[src/inc/whs_pkg.sv]
// Shared constants for the wake, status and output control block.
// Assumes a single 40 MHz system clock and a host on the 4-wire serial port.
package whs_pkg;
    // Register addresses as seen in the serial command address field.
    localparam logic [4:0] ADDR_OUT_CTRL = 5'h06;
    localparam logic [4:0] ADDR_PWR_CTRL = 5'h07;
    localparam logic [4:0] ADDR_STATUS = 5'h10;

    // Output pin and transmit rate control layout.
    localparam int OUT_SEL_BIT = 7;
    localparam int OUT_VAL_BIT = 6;
    localparam int RATE_MSB = 5;
    localparam logic [7:0] OUT_CTRL_RESET = 8'h14;

    // Output power control layout.
    localparam int PWR_RSVD_BIT = 6;
    localparam int PWR_SEL_BIT = 5;
    localparam int PWR_CODE_MSB = 4;
    localparam logic [7:0] PWR_CTRL_RESET = 8'h50;

    // Status register layout.
    localparam int ST_KEY_BIT = 0;
    localparam int ST_PINWAKE_BIT = 1;
    localparam int ST_RAMLOST_BIT = 2;

    // Serial command types in the three top command bits.
    localparam logic [2:0] CMD_READ_REG = 3'h2;
    localparam logic [2:0] CMD_WRITE_REG = 3'h3;
    localparam logic [2:0] CMD_OFF = 3'h4;
    localparam logic [2:0] CMD_CLEAR_IRQ = 3'h5;

    // Operating mode codes presented by the mode controller.
    localparam logic [2:0] MODE_IDLE = 3'h0;
    localparam logic [2:0] MODE_TX = 3'h1;
    localparam logic [2:0] MODE_RX = 3'h2;
    localparam logic [2:0] MODE_RX_POLL = 3'h3;
    localparam logic [2:0] MODE_FULL_DUPLEX = 3'h4;

    // Debounce length in base data clock periods and its counter width.
    localparam int DEBOUNCE_PERIODS = 8195;
    localparam int DEBOUNCE_CNT_W = 14;

    // Synchronised pin indices and their reset levels (select and key idle high).
    localparam int PIN_CS = 0;
    localparam int PIN_SCK = 1;
    localparam int PIN_SDI = 2;
    localparam int PIN_KEY = 3;
    localparam int PIN_LEVEL = 4;
    localparam int PIN_RAMLOW = 5;
    localparam int PIN_DATA_CLK = 6;
    localparam logic [6:0] PIN_RESET = 7'h09;

    // Power state of the digital core.
    typedef enum logic [2:0] {
        PWR_OFF = 3'h1,
        PWR_WAKING = 3'h2,
        PWR_ACTIVE = 3'h4
    } whs_power_e;
endpackage

[src/inc/whs_debounce_if.sv]
// Signals between the control core and the key pin debounce counter.
// Assumes both ends run on the same system clock.
`timescale 1ns/1ps
interface whs_debounce_if;
    logic key_level;
    logic base_data_clock_rise;
    logic enable;
    logic running;
    logic done;
    logic stable_level;

    modport ctrl (output key_level, output base_data_clock_rise, output enable,
                  input running, input done, input stable_level);
    modport deb (input key_level, input base_data_clock_rise, input enable,
                 output running, output done, output stable_level);
endinterface

[src/rtl/whs_key_debounce.sv]
// Debounce counter for the key wake pin, counted in base data clock periods.
// Assumes the key level and clock edge arrive already synchronised.
`timescale 1ns/1ps
module whs_key_debounce #(
    parameter int DEBOUNCE_COUNT = whs_pkg::DEBOUNCE_PERIODS
) (
    input wire logic clk,
    input wire logic rst_n,
    whs_debounce_if.deb dbi
);
    localparam logic [whs_pkg::DEBOUNCE_CNT_W-1:0] LAST_COUNT =
        (whs_pkg::DEBOUNCE_CNT_W)'(DEBOUNCE_COUNT - 1);

    typedef struct packed {
        logic run;
        logic [whs_pkg::DEBOUNCE_CNT_W-1:0] cnt;
        logic last;
        logic level;
        logic done;
    } whs_deb_s;

    whs_deb_s st_q;
    whs_deb_s st_d;

    // Outputs come straight from the state flops.
    assign dbi.running = st_q.run;
    assign dbi.done = st_q.done;
    assign dbi.stable_level = st_q.level;

    // A change starts the count when idle and abandons it when one is running.
    always_comb begin
        st_d = st_q;
        st_d.done = 1'b0;
        if (!dbi.enable) begin
            st_d.run = 1'b0;
            st_d.cnt = '0;
            st_d.last = dbi.key_level;
            st_d.level = dbi.key_level;
        end else if (dbi.key_level != st_q.last) begin
            st_d.last = dbi.key_level;
            st_d.cnt = '0;
            st_d.run = !st_q.run;
        end else if (st_q.run && dbi.base_data_clock_rise) begin
            if (st_q.cnt == LAST_COUNT) begin
                st_d.run = 1'b0;
                st_d.done = 1'b1;
                st_d.level = dbi.key_level;
            end else begin
                st_d.cnt = st_q.cnt + 1'b1;
            end
        end
    end

    // State register; the key idles high because of its pull-up.
    always_ff @(posedge clk or negedge rst_n) begin
        if (!rst_n) begin
            st_q <= '{run: 1'b0, cnt: '0, last: 1'b1, level: 1'b1, done: 1'b0};
        end else begin
            st_q <= st_d;
        end
    end
endmodule

[src/rtl/whs_wake_status_ctrl.sv]
// Wake, status and output control logic with its 4-wire serial register port.
// Assumes a 40 MHz SYS_CLK, an active low chip select and serial clock mode 0.
`timescale 1ns/1ps
module whs_wake_status_ctrl #(
    parameter int DEBOUNCE_COUNT = whs_pkg::DEBOUNCE_PERIODS
) (
    input wire logic SYS_CLK,
    input wire logic RSTN,
    input wire logic CS_N,
    input wire logic SCK,
    input wire logic SDI,
    output logic SDO,
    output logic SDO_OE,
    input wire logic KEY_WAKE_PIN,
    input wire logic LEVEL_WAKE_PIN,
    input wire logic RAM_SUPPLY_LOW,
    input wire logic BASE_DATA_CLOCK,
    input wire logic [2:0] OP_MODE,
    input wire logic SUPPLY_READY,
    input wire logic EXT_DATA_TICK,
    output logic GENERAL_OUTPUT_PIN,
    output logic IRQ_OUT,
    output logic CLOCK_OUT_FORCE,
    output logic POWER_ENABLE,
    output logic POWER_RES_FIXED,
    output logic [4:0] POWER_RES_CODE,
    output logic TX_BIT_TICK
);
    typedef struct packed {
        logic [6:0] s1;
        logic [6:0] s2;
        logic [6:0] s3;
        logic [6:0] pin;
        logic [6:0] pin_prev;
        whs_pkg::whs_power_e pwr;
        logic wake_by_key;
        logic [7:0] out_ctrl;
        logic [7:0] pwr_ctrl;
        logic key_flag;
        logic pin_wake;
        logic ram_lost;
        logic irq;
        logic clk_hold;
        logic [2:0] bitcnt;
        logic [7:0] rx_sh;
        logic [7:0] tx_sh;
        logic have_cmd;
        logic [2:0] cmd;
        logic [4:0] addr;
        logic sdo;
        logic sdo_oe;
        logic [6:0] rate_cnt;
        logic tx_tick;
        logic gp_out;
        logic res_fixed;
        logic clk_force;
        logic pwr_en;
    } whs_top_s;

    whs_top_s st_q;
    whs_top_s st_d;
    logic [1:0] rst_sync_q;
    logic rst_n;

    logic cs_active;
    logic sck_rise;
    logic sck_fall;
    logic [7:0] rx_byte;
    logic byte_done;
    logic cmd_done;
    logic data_done;
    logic [4:0] rd_addr;
    logic [7:0] rd_data;
    logic load_read;
    logic status_read;
    logic reg_write;
    logic clear_cmd;
    logic off_cmd;
    logic active;
    logic in_tx;
    logic in_rx;
    logic key_fall;
    logic level_rise;
    logic wake_back;
    logic key_wake_ok;
    logic level_wake_ok;
    logic pin_wake_set;
    logic ram_set;
    logic irq_set;
    logic irq_clr;
    logic n_rx_active;

    whs_debounce_if dbif ();

    // Reset is released through two flops so every state flop leaves reset together.
    always_ff @(posedge SYS_CLK or negedge RSTN) begin
        if (!RSTN) begin
            rst_sync_q <= 2'h0;
        end else begin
            rst_sync_q <= {rst_sync_q[0], 1'b1};
        end
    end
    assign rst_n = rst_sync_q[1];

    // Outputs come straight from state flops.
    assign SDO = st_q.sdo;
    assign SDO_OE = st_q.sdo_oe;
    assign GENERAL_OUTPUT_PIN = st_q.gp_out;
    assign IRQ_OUT = st_q.irq;
    assign CLOCK_OUT_FORCE = st_q.clk_force;
    assign POWER_ENABLE = st_q.pwr_en;
    assign POWER_RES_FIXED = st_q.res_fixed;
    assign POWER_RES_CODE = st_q.pwr_ctrl[whs_pkg::PWR_CODE_MSB:0];
    assign TX_BIT_TICK = st_q.tx_tick;

    // Serial port decode on the filtered pin levels.
    assign cs_active = !st_q.pin[whs_pkg::PIN_CS];
    assign sck_rise = cs_active && st_q.pin[whs_pkg::PIN_SCK] && !st_q.pin_prev[whs_pkg::PIN_SCK];
    assign sck_fall = cs_active && !st_q.pin[whs_pkg::PIN_SCK] && st_q.pin_prev[whs_pkg::PIN_SCK];
    assign rx_byte = {st_q.rx_sh[6:0], st_q.pin[whs_pkg::PIN_SDI]};
    assign byte_done = sck_rise && (st_q.bitcnt == 3'h7);
    assign cmd_done = byte_done && !st_q.have_cmd;
    assign data_done = byte_done && st_q.have_cmd;

    // Command type sits in the top three bits, the address in the low five.
    assign rd_addr = cmd_done ? rx_byte[4:0] : st_q.addr;
    assign load_read = (cmd_done && rx_byte[7:5] == whs_pkg::CMD_READ_REG)
        || (data_done && st_q.cmd == whs_pkg::CMD_READ_REG);
    assign status_read = load_read && (rd_addr == whs_pkg::ADDR_STATUS);
    assign reg_write = data_done && (st_q.cmd == whs_pkg::CMD_WRITE_REG);
    assign clear_cmd = cmd_done && (rx_byte[7:5] == whs_pkg::CMD_CLEAR_IRQ);
    // Off is refused while either wake pin is asking to stay on.
    assign off_cmd = cmd_done && (rx_byte[7:5] == whs_pkg::CMD_OFF)
        && !st_q.pin[whs_pkg::PIN_LEVEL] && st_q.pin[whs_pkg::PIN_KEY];

    // Register read data; unmapped addresses read as zero.
    always_comb begin
        rd_data = 8'h00;
        case (rd_addr)
            whs_pkg::ADDR_OUT_CTRL: rd_data = st_q.out_ctrl;
            whs_pkg::ADDR_PWR_CTRL: rd_data = st_q.pwr_ctrl;
            whs_pkg::ADDR_STATUS: begin
                rd_data[whs_pkg::ST_KEY_BIT] = st_q.key_flag;
                rd_data[whs_pkg::ST_PINWAKE_BIT] = st_q.pin_wake;
                rd_data[whs_pkg::ST_RAMLOST_BIT] = st_q.ram_lost;
            end
            default: rd_data = 8'h00;
        endcase
    end

    // Mode and pin edge decode.
    assign active = (st_q.pwr == whs_pkg::PWR_ACTIVE);
    assign in_tx = active && (OP_MODE == whs_pkg::MODE_TX);
    assign in_rx = active && (OP_MODE == whs_pkg::MODE_RX || OP_MODE == whs_pkg::MODE_RX_POLL);
    assign n_rx_active = !in_rx;
    assign key_fall = st_q.pin_prev[whs_pkg::PIN_KEY] && !st_q.pin[whs_pkg::PIN_KEY];
    assign level_rise = !st_q.pin_prev[whs_pkg::PIN_LEVEL] && st_q.pin[whs_pkg::PIN_LEVEL];

    // Wake completes only if the waking pin still holds its wake level.
    assign wake_back = st_q.wake_by_key ? st_q.pin[whs_pkg::PIN_KEY]
                                        : !st_q.pin[whs_pkg::PIN_LEVEL];
    assign key_wake_ok = (st_q.pwr == whs_pkg::PWR_WAKING) && SUPPLY_READY
        && !wake_back && st_q.wake_by_key;
    assign level_wake_ok = (st_q.pwr == whs_pkg::PWR_WAKING) && SUPPLY_READY
        && !wake_back && !st_q.wake_by_key;

    // Event sources for the flags and the interrupt.
    assign pin_wake_set = (active && level_rise) || level_wake_ok;
    assign ram_set = st_q.pin[whs_pkg::PIN_RAMLOW] || key_wake_ok || level_wake_ok;
    assign irq_set = (active && level_rise && !st_q.pin_wake) || level_wake_ok
        || key_wake_ok || dbif.done;
    assign irq_clr = status_read || clear_cmd;

    // Debounce counter hookup; it runs only while the core is active.
    assign dbif.key_level = st_q.pin[whs_pkg::PIN_KEY];
    assign dbif.base_data_clock_rise = st_q.pin[whs_pkg::PIN_DATA_CLK]
        && !st_q.pin_prev[whs_pkg::PIN_DATA_CLK];
    assign dbif.enable = active;

    whs_key_debounce #(
        .DEBOUNCE_COUNT(DEBOUNCE_COUNT)
    ) u_debounce (
        .clk(SYS_CLK),
        .rst_n(rst_n),
        .dbi(dbif)
    );

    // Next state of the whole block.
    always_comb begin
        st_d = st_q;

        // Three-flop pin filter; a level counts once the last two stages agree.
        st_d.s1 = {BASE_DATA_CLOCK, RAM_SUPPLY_LOW, LEVEL_WAKE_PIN, KEY_WAKE_PIN, SDI, SCK, CS_N};
        st_d.s2 = st_q.s1;
        st_d.s3 = st_q.s2;
        st_d.pin = (st_q.s2 & st_q.s3) | (st_q.pin & (st_q.s2 | st_q.s3));
        st_d.pin_prev = st_q.pin;

        // Power state: wake from off on a pin edge, return to off on command.
        case (st_q.pwr)
            whs_pkg::PWR_OFF: begin
                if (key_fall) begin
                    st_d.pwr = whs_pkg::PWR_WAKING;
                    st_d.wake_by_key = 1'b1;
                end else if (level_rise) begin
                    st_d.pwr = whs_pkg::PWR_WAKING;
                    st_d.wake_by_key = 1'b0;
                end
            end
            whs_pkg::PWR_WAKING: begin
                if (wake_back) begin
                    st_d.pwr = whs_pkg::PWR_OFF;
                end else if (SUPPLY_READY) begin
                    st_d.pwr = whs_pkg::PWR_ACTIVE;
                end
            end
            whs_pkg::PWR_ACTIVE: begin
                if (off_cmd) begin
                    st_d.pwr = whs_pkg::PWR_OFF;
                end
            end
            default: st_d.pwr = whs_pkg::PWR_OFF;
        endcase
        st_d.pwr_en = (st_d.pwr != whs_pkg::PWR_OFF);

        // Sticky flags; every set wins over a clear in the same cycle.
        st_d.pin_wake = pin_wake_set || (st_q.pin_wake && !status_read);
        st_d.ram_lost = ram_set
            || (st_q.ram_lost && !(status_read && !st_q.pin[whs_pkg::PIN_RAMLOW]));
        st_d.irq = irq_set || (st_q.irq && !irq_clr);
        st_d.clk_hold = key_wake_ok || (st_q.clk_hold && !status_read);
        if (key_wake_ok) begin
            st_d.key_flag = 1'b1;
        end else if (dbif.done) begin
            st_d.key_flag = !dbif.stable_level;
        end

        // Clock output is held on by the wake flags and the running debounce.
        st_d.clk_force = st_d.pin_wake || dbif.running || st_d.clk_hold;

        // General output pin source.
        st_d.gp_out = st_q.out_ctrl[whs_pkg::OUT_SEL_BIT] ? n_rx_active
            : st_q.out_ctrl[whs_pkg::OUT_VAL_BIT];

        // Fixed resistor only in transmit with power select clear.
        st_d.res_fixed = in_tx && !st_q.pwr_ctrl[whs_pkg::PWR_SEL_BIT];

        // Transmit bit tick every 2*(field+1) extended clock ticks, transmit mode only.
        st_d.tx_tick = 1'b0;
        if (!in_tx) begin
            st_d.rate_cnt = 7'h00;
        end else if (EXT_DATA_TICK) begin
            if (st_q.rate_cnt == {st_q.out_ctrl[whs_pkg::RATE_MSB:0], 1'b1}) begin
                st_d.rate_cnt = 7'h00;
                st_d.tx_tick = 1'b1;
            end else begin
                st_d.rate_cnt = st_q.rate_cnt + 7'h01;
            end
        end

        // Serial shifter: sample on rising, drive on falling serial clock.
        st_d.sdo_oe = cs_active;
        if (!cs_active) begin
            st_d.bitcnt = 3'h0;
            st_d.have_cmd = 1'b0;
            st_d.tx_sh = 8'h00;
        end else if (sck_rise) begin
            st_d.rx_sh = rx_byte;
            st_d.bitcnt = st_q.bitcnt + 3'h1;
            if (cmd_done) begin
                st_d.have_cmd = 1'b1;
                st_d.cmd = rx_byte[7:5];
                st_d.addr = rx_byte[4:0];
            end
            if (load_read) begin
                st_d.tx_sh = rd_data;
                st_d.addr = rd_addr + 5'h01;
            end
            if (reg_write) begin
                st_d.addr = st_q.addr + 5'h01;
                case (st_q.addr)
                    whs_pkg::ADDR_OUT_CTRL: st_d.out_ctrl = rx_byte;
                    whs_pkg::ADDR_PWR_CTRL: st_d.pwr_ctrl = {1'b0, rx_byte[6:0]};
                    default: st_d.addr = st_q.addr + 5'h01;
                endcase
            end
        end else if (sck_fall) begin
            st_d.sdo = st_q.tx_sh[7];
            st_d.tx_sh = {st_q.tx_sh[6:0], 1'b0};
        end
    end

    // State register for everything above.
    always_ff @(posedge SYS_CLK or negedge rst_n) begin
        if (!rst_n) begin
            st_q <= '0;
            st_q.s1 <= whs_pkg::PIN_RESET;
            st_q.s2 <= whs_pkg::PIN_RESET;
            st_q.s3 <= whs_pkg::PIN_RESET;
            st_q.pin <= whs_pkg::PIN_RESET;
            st_q.pin_prev <= whs_pkg::PIN_RESET;
            st_q.pwr <= whs_pkg::PWR_OFF;
            st_q.out_ctrl <= whs_pkg::OUT_CTRL_RESET;
            st_q.pwr_ctrl <= whs_pkg::PWR_CTRL_RESET;
        end else begin
            st_q <= st_d;
        end
    end
endmodule

[config.mk]
export PLATFORM = sky130hd
export DESIGN_NAME = whs_wake_status_ctrl
export DESIGN_NICKNAME = d
export VERILOG_FILES = /design/src/inc/whs_pkg.sv /design/src/inc/whs_debounce_if.sv /design/src/rtl/whs_key_debounce.sv /design/src/rtl/whs_wake_status_ctrl.sv
export SDC_FILE = /design/constraint.sdc
export NUM_CORES = 1
export LEC_CHECK = 0
export ABC_AREA = 1
export BUFFER_PORTS_ARGS = -buffer_cell sky130_fd_sc_hd__buf_4
export CORE_MARGIN = 5
export CORE_UTILIZATION = 25
export CTS_BUF_LIST = sky130_fd_sc_hd__clkbuf_8
export CTS_CLUSTER_SIZE = 24
export DETAILED_ROUTE_END_ITERATION = 6
export PLACE_DENSITY_LB_ADDON = 0.05
export SYNTH_ARGS = -nofsm -noshare
export SYNTH_HDL_FRONTEND = slang
export SYNTH_SLANG_ARGS = --single-unit
[constraint.sdc]
create_clock -name SYS_CLK -period 4.4 [get_ports SYS_CLK]
set_clock_uncertainty 0.1 [all_clocks]
set_input_delay 0.66 -clock SYS_CLK [delete_from_list [all_inputs] [get_ports SYS_CLK]]
set_output_delay 0.66 -clock SYS_CLK [all_outputs]
set_load 0.01 [all_outputs]
==> results of run 1 <==
## per-stage QoR
stage	instances	power (mW)	utilization
3_3_place_gp	883	1.60	0.275
5_1_grt	916	2.78	0.293
4_1_cts	916	2.68	0.293
2_1_floorplan	589	1.47	-
3_5_place_dp	883	1.61	0.275
6_report	916	2.61	0.293
## critical path: stages (launching register included)
cell and delay (ns):
dfrtp_1 0.38, ha_1 0.16, ha_1 0.32, nand4_4 0.29, nand2_2 0.16, nand2_4 0.07
inv_1 0.06, ha_1 0.13, inv_1 0.07, nor2_4 0.16, inv_2 0.07, nor3_2 0.25
nand2_1 0.11, nand3_2 0.07, nand2_1 0.06, nand2_1 0.05
## layout by cell type (no fill, tap or decap), drive strengths merged
cell and n:
o21bai 1, a2bb2oi 1, and2 2, nand3 35, xnor2 3, xor2 9
dlygate4sd3 1, inv 79, nor4 8, o311ai 1, a31oi 3, nor3 14
bufinv 2, nand4 16, clkbuf 17, dfstp 16, conb 1, dfrtp 101
nor3b 1, a21oi 17, clkinv 6, a41oi 1, buf 28, o21ai 41
nor2 47, o31ai 1, nand2 151, clkinvlp 1, ha 9, and3 1
maj3 7, o22ai 6, or2 2, o21a 4, o2111ai 3
## sequential cells by signal, indices dropped and copies added, names as in the netlist, 2 cells and up
register / count
st_d: 19
POWER_RES_CODE: 5
rst_sync_q: 2
u_debounce.st_q: 15
rx_byte: 8
st_q: 56
## final cells by class
type,instances,area [sq um],share of cell area
clock inverter,15,171,0.0267
clock buffer,17,234,0.0364
sequential,117,2950,0.459
timing repair buffer,29,220,0.0343
tap,280,350,0.0545
multi-input combinational,385,2220,0.346
inverter,73,277,0.0430
## final timing paths
| check | start | to | slack (ns) |
|---|---|---|---|
| worst max-delay path | st_q[39]$_DFFE_PN0N_ | st_q[26]$_DFFE_PN0P_ | 1.82 |
| max in group asynchronous | rst_sync_q[1]$_DFF_PN0_ | st_q[11]$_DFFE_PN0P_ | 3.11 |
| min in group SYS_CLK | KEY_WAKE_PIN | st_d[91]$_DFF_PN1_ | 0.21 |
| worst max register to register | st_q[39]$_DFFE_PN0N_ | st_q[26]$_DFFE_PN0P_ | 1.82 |
| worst min-delay path | rst_sync_q[1]$_DFF_PN0_ | st_d[92]$_DFF_PN0_ | 0.14 |
| worst min register to register | rst_sync_q[1]$_DFF_PN0_ | st_d[92]$_DFF_PN0_ | 0.14 |
## cell families after synthesis
group	after synthesis	synth area share
flip-flops	117	0.530
AO/OA/AOI/OAI	79	0.0907
AND/OR/NAND/NOR	277	0.256
buffers and inverters	87	0.0706
XOR/XNOR	12	0.0189
other	1	0.000674
adder cells (fa/ha/maj)	16	0.0328
## report_power, final
| part | internal (mW) | switching, mW |
|---|---|---|
| combinational | 0.101 | 0.203 |
| sequential | 1.19 | 0.0841 |
| clock | 0.518 | 0.518 |
| total | 1.81 | 0.805 |
## repair_timing
action                     4_1_cts  5_1_grt
setup endpoints to repair        0        0
hold buffers                     1        0
hold endpoints to repair         2        0
## per-layer routing
metal / global-route usage / vias up / wire (um)
li1: - / 1993 / -
met1: 0.156 / 1924 / 6770
met2: 0.170 / 34 / 6080
met3: 0.0334 / 7 / 417
met4: 0.0260 / 0 / 97
met5: 0 / - / 0
==> flow_metrics.env, run 1 <==
export IMPL_ctsResizeCount=0
export IMPL_cts_root_buf="clkbuf_8"
export IMPL_synth_avg_cell_area_sq_um=9.44
export IMPL_reg2reg_depth=15
export IMPL_hold_worst_slack_ns=0.143
export IMPL_drtIter0Drc=137
export IMPL_core_area_sq_um=21900
export IMPL_rsz0062_at_grt="false"
export IMPL_clockBufferDepth=2
export IMPL_fp_dieH_um=159
export IMPL_crit_type="flip-flop to flip-flop"
export IMPL_dp_hpwl_um=9790
export IMPL_ir_drop_uv=154
export IMPL_finish_net_count=646
export IMPL_via_count=3958
export IMPL_clock_latency_ns=0.45
export IMPL_synth_cell_types=48
export IMPL_drt_total_wl_um=13400
export IMPL_min_period_ns=2.58
export IMPL_synthTopCellsByCount="nand2_1, dfrtp_1, inv_1, nor2_1, nand3_1"
export IMPL_drv_cap=0
export IMPL_drc_errors=0
export IMPL_cts_made_buffers=17
export IMPL_routedWlPerCell_um=14.6
export IMPL_ios=27
export IMPL_antenna_found_initial=0
export IMPL_cts_tree="done"
export IMPL_n_antenna_cell=0
export IMPL_end_kind="flip-flop"
export IMPL_fin_crit_sh=0.586
export IMPL_synth_ff_type="dfrtp_1"
export IMPL_dpl_cell_area_sq_um=6010
export IMPL_p_per_area_nw_per_um2=406
export IMPL_cp_arrival_ns=2.86
export IMPL_tns_ns=0
export IMPL_synth_top_area_share=0.454
export IMPL_min_path_type="flip-flop to async pin"
export IMPL_firstDrtPassIters=4
export IMPL_synth_area_leaders="dfrtp_1, nand2_1, dfstp_2"
export IMPL_die_area_sq_um=25300
export IMPL_synthCells=589
export IMPL_num_rows=54
export IMPL_post_synth_top_area_cell="dfrtp_1"
export IMPL_synth_seq_cells=117
export IMPL_grt_pass1_vias=4120
export IMPL_drive_above_1_share=0.226
export IMPL_slew_headroom=0.470
export IMPL_fp_dieW_um=159
export IMPL_slew_violations=0
export IMPL_yosysMostFrequentCell="nand2_1"
export IMPL_cts_setup_buffers=0
export IMPL_setup_worst_path_start_class="flip-flop"
export IMPL_hold_viol_final=0
export IMPL_max_freq_mhz=388
export IMPL_critPathMaxFanout=11
export IMPL_final_cell_area_sq_um=6420
export IMPL_status="complete, no violations"
export IMPL_grt_first_pass_wirelength_um=22700
export IMPL_clkSinkCount=117
export IMPL_setup_viol=0
export IMPL_globalplace_congestion=0.823
export IMPL_power_leakage_nw=2.82
export IMPL_ys_seq_area_frac=0.530
export IMPL_async_reset_ff_frac=1.00
export IMPL_overflow=0
export IMPL_cp_required_ns=4.69
export IMPL_tightestPinTransition_ns=0.792
export IMPL_grt_max_degree=46
export IMPL_synthesis_area_sq_um=5560
export IMPL_start_util=0.254
export IMPL_grt_usage=0.111
export IMPL_synth_nets=612
export IMPL_htree_levels=4
export IMPL_ant_nets=0
export IMPL_vias_per_cell=4.32
export IMPL_ys_warnings_count=0
export IMPL_synth_edf_count=0
export IMPL_fillCellCount=2368
export IMPL_portBuffers=26
export IMPL_dp_slack_ns=1.82
export IMPL_cts_clk_slew_worst_paths_ns=0.09
export IMPL_fin_ws_ns=1.82
export IMPL_syn_to_final_growth_pct=15.5
Power figures use the tool's default switching activity.
==> run 2, diff against run 1 <==
Settings changed: ABC_AREA 1 to 0.
Clock period 4.4 ns to 2.6 ns, I/O delays scaled along.
==> flow_metrics.env, run 2 <==
export IMPL_synth_edf_count=0
export IMPL_dp_slack_ns=-0.246
export IMPL_start_util=0.251
export IMPL_violations="negative setup slack"
export IMPL_ys_warnings_count=0
export IMPL_largest_reg_flops=56
export IMPL_crit_type="flip-flop to flip-flop"
export IMPL_die_area_sq_um=23900
export IMPL_grt_pass1_vias=3864
export IMPL_synth_avg_cell_area_sq_um=11.2
export IMPL_hold_viol_final=0
export IMPL_ys_seq_area_frac=0.563
export IMPL_async_reset_ff_frac=1.00
export IMPL_whs_path_depth=2
export IMPL_fin_crit_sh=1.03
export IMPL_synth_top_area_share=0.483
export IMPL_dp_hpwl_um=9080
export IMPL_core_area_sq_um=20800
export IMPL_firstDrtPassIters=4
export IMPL_ir_drop_uv=294
export IMPL_synth_area_leaders="dfrtp_1, dfstp_2, mux2_2"
export IMPL_drv_cap=0
export IMPL_top_register="st_q"
export IMPL_synth_cell_types=59
export IMPL_antenna_found_initial=0
export IMPL_via_count=3729
export IMPL_synth_ff_type="dfrtp_1"
export IMPL_reg2reg_slack_ns=-0.08
export IMPL_hold_start="OP_MODE[1]"
export IMPL_mostFrequentLayoutCells="dfrtp_1, buf_4, nand2_1"
export IMPL_routedWlPerCell_um=15.7
export IMPL_synth_nets=490
export IMPL_hold_worst_slack_ns=0.0331
export IMPL_max_freq_mhz=373
export IMPL_fp_dieW_um=155
export IMPL_overflow=0
export IMPL_end_kind="flip-flop"
export IMPL_fin_cells=825
export IMPL_fp_dieH_um=155
export IMPL_n_antenna_cell=0
export IMPL_drt_total_wl_um=13000
export IMPL_cts_root_buf="clkbuf_8"
export IMPL_reg2reg_to="CLOCK_OUT_FORCE$_DFF_PN0_"
export IMPL_cts_made_buffers=17
export IMPL_status="finished, violations left"
export IMPL_tightestPinTransition_ns=0.553
export IMPL_grt_first_pass_wirelength_um=21200
export IMPL_p_per_area_nw_per_um2=656
export IMPL_cts_tree="done"
export IMPL_yosysMostFrequentCell="dfrtp_1"
export IMPL_post_synth_top_area_cell="dfrtp_1"
export IMPL_dp_cells=778
export IMPL_num_rows=53
export IMPL_drive_above_1_share=0.295
export IMPL_min_to="GENERAL_OUTPUT_PIN$_DFF_PN0_"
export IMPL_grt_usage=0.114
export IMPL_cp_arrival_ns=2.90
export IMPL_vias_per_cell=4.52
export IMPL_synthesis_area_sq_um=5230
export IMPL_synthCells=467
export IMPL_dpl_cell_area_sq_um=5980
export IMPL_rsz0062_at_grt="true"
export IMPL_drc_errors=0
export IMPL_cts_clk_slew_worst_paths_ns=0.08
export IMPL_cp_required_ns=2.82
export IMPL_mostFrequentLayoutCell="dfrtp_1"
export IMPL_clock_latency_ns=0.45
export IMPL_r2r_start="st_q[40]$_DFFE_PN0N_"
export IMPL_reg2reg_depth=13
export IMPL_ant_nets=0
export IMPL_grt_max_degree=69
export IMPL_synth_seq_cells=117
export IMPL_synthTopCellsByCount="dfrtp_1, nand2_1, nor2_1, mux2_2, nand3_1"
export IMPL_fin_ws_ns=-0.0812
export IMPL_htree_levels=4
export IMPL_ios=27
export IMPL_final_cell_area_sq_um=6600
export IMPL_setup_worst_path_start_class="flip-flop"
export IMPL_drtIter0Drc=185
export IMPL_globalplace_congestion=0.766
export IMPL_syn_to_final_growth_pct=26.1
export IMPL_slew_headroom=0.631
export IMPL_min_period_ns=2.68
export IMPL_setup_viol=2
export IMPL_portBuffers=26
export IMPL_power_leakage_nw=2.78
export IMPL_finish_net_count=560
export IMPL_critPathMaxFanout=4
export IMPL_clkSinkCount=117
export IMPL_clockBufferDepth=2
export IMPL_min_path_type="input pin to flip-flop"
export IMPL_slew_violations=0
==> run 2: metal layers <==
layer,global-route usage,routed length [um]
met4,0.0345,131
met2,0.175,6130
met3,0.0327,518
met1,0.156,6180
met5,0,0
==> run 2: cell type report <==
cell class | instances | area, sq um
Fill cell | 2163 | 14200
Multi-Input combinational cell | 312 | 2230
Tap cell | 275 | 344
Clock buffer | 17 | 234
Sequential cell | 117 | 2950
Timing Repair Buffer | 73 | 597
Inverter | 16 | 60.1
Clock inverter | 15 | 181
==> run 2: how the worst max path moves through the flow <==
stage,startpoint,endpoint,slack [ns]
5_1_grt,st_q[39]$_DFFE_PN0N_,CLOCK_OUT_FORCE$_DFF_PN0_,-0.23
3_3_place_gp,st_q[39]$_DFFE_PN0N_,CLOCK_OUT_FORCE$_DFF_PN0_,-0.15
2_1_floorplan,st_q[39]$_DFFE_PN0N_,CLOCK_OUT_FORCE$_DFF_PN0_,-0.09
3_5_place_dp,st_q[39]$_DFFE_PN0N_,CLOCK_OUT_FORCE$_DFF_PN0_,-0.25
6_report,st_q[40]$_DFFE_PN0N_,CLOCK_OUT_FORCE$_DFF_PN0_,-0.08
4_1_cts,st_q[40]$_DFFE_PN0N_,CLOCK_OUT_FORCE$_DFF_PN0_,-0.1
==> run 2: cell families (layout without fill, tap and decap cells) <==
kind of cell / after synthesis / after routing / share of synthesized area
simple gates: 163 / 163 / 0.165
flops: 117 / 117 / 0.563
compound gates: 79 / 79 / 0.102
buf+inv: 38 / 121 / 0.0330
mux: 27 / 27 / 0.0572
xor+xnor: 26 / 26 / 0.0435
fa+ha+maj: 16 / 16 / 0.0349
other cells: 1 / 1 / 0.000717
==> run 2: repair_timing <==
action / in CTS / in global routing
buffers inserted: 2 / 5
gates cloned: 0 / 0
hold buffers: 8 / 0
pin swaps: 5 / 4
endpoints found under the hold margin: 9 / 0
gates resized for setup: 7 / 9
endpoints found under the setup margin: 9 / 9
==> run 2: worst max-delay path, stage by stage, from the launching register on <==
cell	delay (ns)
dfrtp_1	0.36
ha_2	0.20
ha_4	0.15
nand4bb_4	0.13
nor2_4	0.13
nor2_1	0.05
a21o_1	0.17
inv_1	0.06
ha_2	0.18
nand2_2	0.07
a2111oi_4	0.25
o21ai_2	0.13
a22o_1	0.22
or3_1	0.35
==> run 2: through the flow <==
stage               utilization  power (mW)  TNS, ns
finish                    0.317        4.33  -0.0924
global route              0.317        4.55    -1.03
CTS                       0.313        4.40   -0.111
detailed placement        0.287        2.57    -1.21
global placement          0.287        2.57   -0.404
floorplan                     -        2.34   -0.276
==> run 2: power breakdown <==
part | internal [mW] | total (mW) | switching [mW]
clock | 0.952 | 1.79 | 0.836
sequential | 1.94 | 2.07 | 0.125
combinational | 0.225 | 0.471 | 0.246
total | 3.12 | 4.33 | 1.21
==> run 3, diff against run 2 <==
Clock period 2.6 ns to 2.4 ns, I/O delays scaled along.
==> flow_metrics.env, run 3 (synthesis gave the netlist of run 2 again) <==
export IMPL_final_cell_area_sq_um=6830
export IMPL_drt_met1_wl_um=6470
export IMPL_fp_dieH_um=155
export IMPL_drtIter0Drc=172
export IMPL_rsz0062_at_grt="true"
export IMPL_status="finished, violations left"
export IMPL_num_rows=53
export IMPL_overflow=0
export IMPL_setup_viol=12
export IMPL_cts_tree="done"
export IMPL_setup_worst_path_start_class="flip-flop"
export IMPL_min_path_type="input pin to flip-flop"
export IMPL_grt_pass1_vias=3899
export IMPL_htree_levels=4
export IMPL_antenna_found_initial=0
export IMPL_die_area_sq_um=23900
export IMPL_dr_max_layer_used="met4"
export IMPL_clkSinkCount=117
export IMPL_cts_clk_slew_worst_paths_ns=0.08
export IMPL_max_freq_mhz=372
export IMPL_route_met2_wl_um=6180
export IMPL_mostFrequentLayoutCells="dfrtp_1, buf_4, nand2_1"
export IMPL_end_kind="flip-flop"
export IMPL_drv_cap=0
export IMPL_routed_wl_met3_um=359
export IMPL_slew_violations=0
export IMPL_dp_hpwl_um=9450
export IMPL_ir_drop_uv=317
export IMPL_dpl_cell_area_sq_um=6120
export IMPL_tightestPinTransition_ns=0.691
export IMPL_path_cells="ha_2 > ha_4 > and4bb_2 > nand2_2 > nand2_1 > nand2_2 > inv_1 > ha_2 > nand4bb_1 > nor3_2 > or2_2 > a222oi_1 > o21ai_1"
export IMPL_cts_root_buf="clkbuf_8"
export IMPL_crit_type="flip-flop to flip-flop"
export IMPL_power_leakage_nw=2.92
export IMPL_mostFrequentLayoutCell="dfrtp_1"
export IMPL_largest_reg_flops=56
export IMPL_core_area_sq_um=20800
export IMPL_vias_per_cell=4.54
export IMPL_syn_to_final_growth_pct=30.5
export IMPL_finish_net_count=581
export IMPL_clockBufferDepth=2
export IMPL_violations="negative setup slack"
export IMPL_grt_first_pass_wirelength_um=21600
export IMPL_cpPeakStageDelay_ns=0.39
export IMPL_cp_required_ns=2.60
export IMPL_fp_dieW_um=155
export IMPL_grt_usage=0.116
export IMPL_routedWlPerCell_um=15.6
export IMPL_min_period_ns=2.69
export IMPL_cp_arrival_ns=2.89
export IMPL_start_util=0.251
export IMPL_tns_ns=-1.97
export IMPL_slowest_stage="dfrtp_1"
export IMPL_portBuffers=26
export IMPL_firstDrtPassIters=4
export IMPL_via_count=3837
export IMPL_fin_crit_sh=1.12
export IMPL_top_register="st_q"
export IMPL_hold_viol_final=0
export IMPL_n_antenna_cell=0
export IMPL_cts_made_buffers=17
export IMPL_ios=27
export IMPL_slew_headroom=0.537
export IMPL_fin_ws_ns=-0.289
export IMPL_drc_errors=0
export IMPL_grt_max_degree=43
export IMPL_critPathMaxFanout=4
export IMPL_globalplace_congestion=0.796
export IMPL_clock_latency_ns=0.43
export IMPL_drive_above_1_share=0.338
export IMPL_ant_nets=0
export IMPL_p_per_area_nw_per_um2=693
export IMPL_drt_total_wl_um=13200
## run 3: stage by stage
step	worst slack (ns)	std cells	util	power (mW)	hold slack, ns
4_1_cts	-0.279	840	0.322	4.82	0.0615
2_1_floorplan	-0.293	467	-	2.53	-0.0356
3_5_place_dp	-0.420	798	0.294	2.84	0.0435
5_1_grt	-0.421	846	0.328	4.97	0.0637
6_report	-0.289	846	0.328	4.73	0.0919
3_3_place_gp	-0.339	798	0.294	2.84	0.0444
## run 3: per-layer routing
layer / GRT usage / vias to the layer above
li1: - / 1856
met1: 0.157 / 1919
met2: 0.179 / 48
met3: 0.0347 / 14
met4: 0.0349 / 0
met5: 0 / -
## run 3: path summary, 6_finish.rpt
| kind | depth (start not counted) | to | slack [ns] | from |
|---|---|---|---|---|
| hold / removal | 3 | st_q[5]$_DFFE_PN0P_ | 0.09 | EXT_DATA_TICK |
| min in group asynchronous | 2 | rst_sync_q[1]$_DFF_PN0_ | 0.14 | RSTN |
| hold reg to reg | 0 | st_q[14]$_DFFE_PN0P_ | 0.19 | rst_sync_q[1]$_DFF_PN0_ |
| max in group asynchronous | 1 | u_debounce.dbi.stable_level$_DFFE_PN1P_ | 1.29 | rst_sync_q[1]$_DFF_PN0_ |
| setup / recovery | 13 | st_q[25]$_DFFE_PN0P_ | -0.29 | st_q[40]$_DFFE_PN0N_ |
| setup reg to reg | 13 | st_q[25]$_DFFE_PN0P_ | -0.29 | st_q[40]$_DFFE_PN0N_ |
## run 3: final cells by class
cell class / instances / area (sq um)
Multi-Input combinational cell: 312 / 2300
Fill cell: 2132 / 14000
Clock buffer: 17 / 234
Tap cell: 275 / 344
Inverter: 16 / 60.1
Sequential cell: 117 / 2950
Timing Repair Buffer: 94 / 756
Clock inverter: 15 / 181
## run 3: repair_timing
item                       CTS  global route
resized for setup           17            16
hold buffers                 9             0
setup endpoints to repair   14            21
hold endpoints to repair    10             0
buffers inserted             1             6
pin swaps                    8             8
## run 3: power breakdown
group / total (mW) / internal [mW] / switching, mW
Sequential: 2.24 / 2.10 / 0.130
Clock: 1.92 / 1.03 / 0.887
Combinational: 0.578 / 0.279 / 0.299
## run 3: critical path, delay by kind of cell (launching register included)
kind                     cells  cell delay, ns
flip-flops                   1            0.39
adder cells (fa/ha/maj)      3            0.55
buffers and inverters        1            0.05
AO/OA/AOI/OAI                2            0.48
AND/OR/NAND/NOR              7            0.99
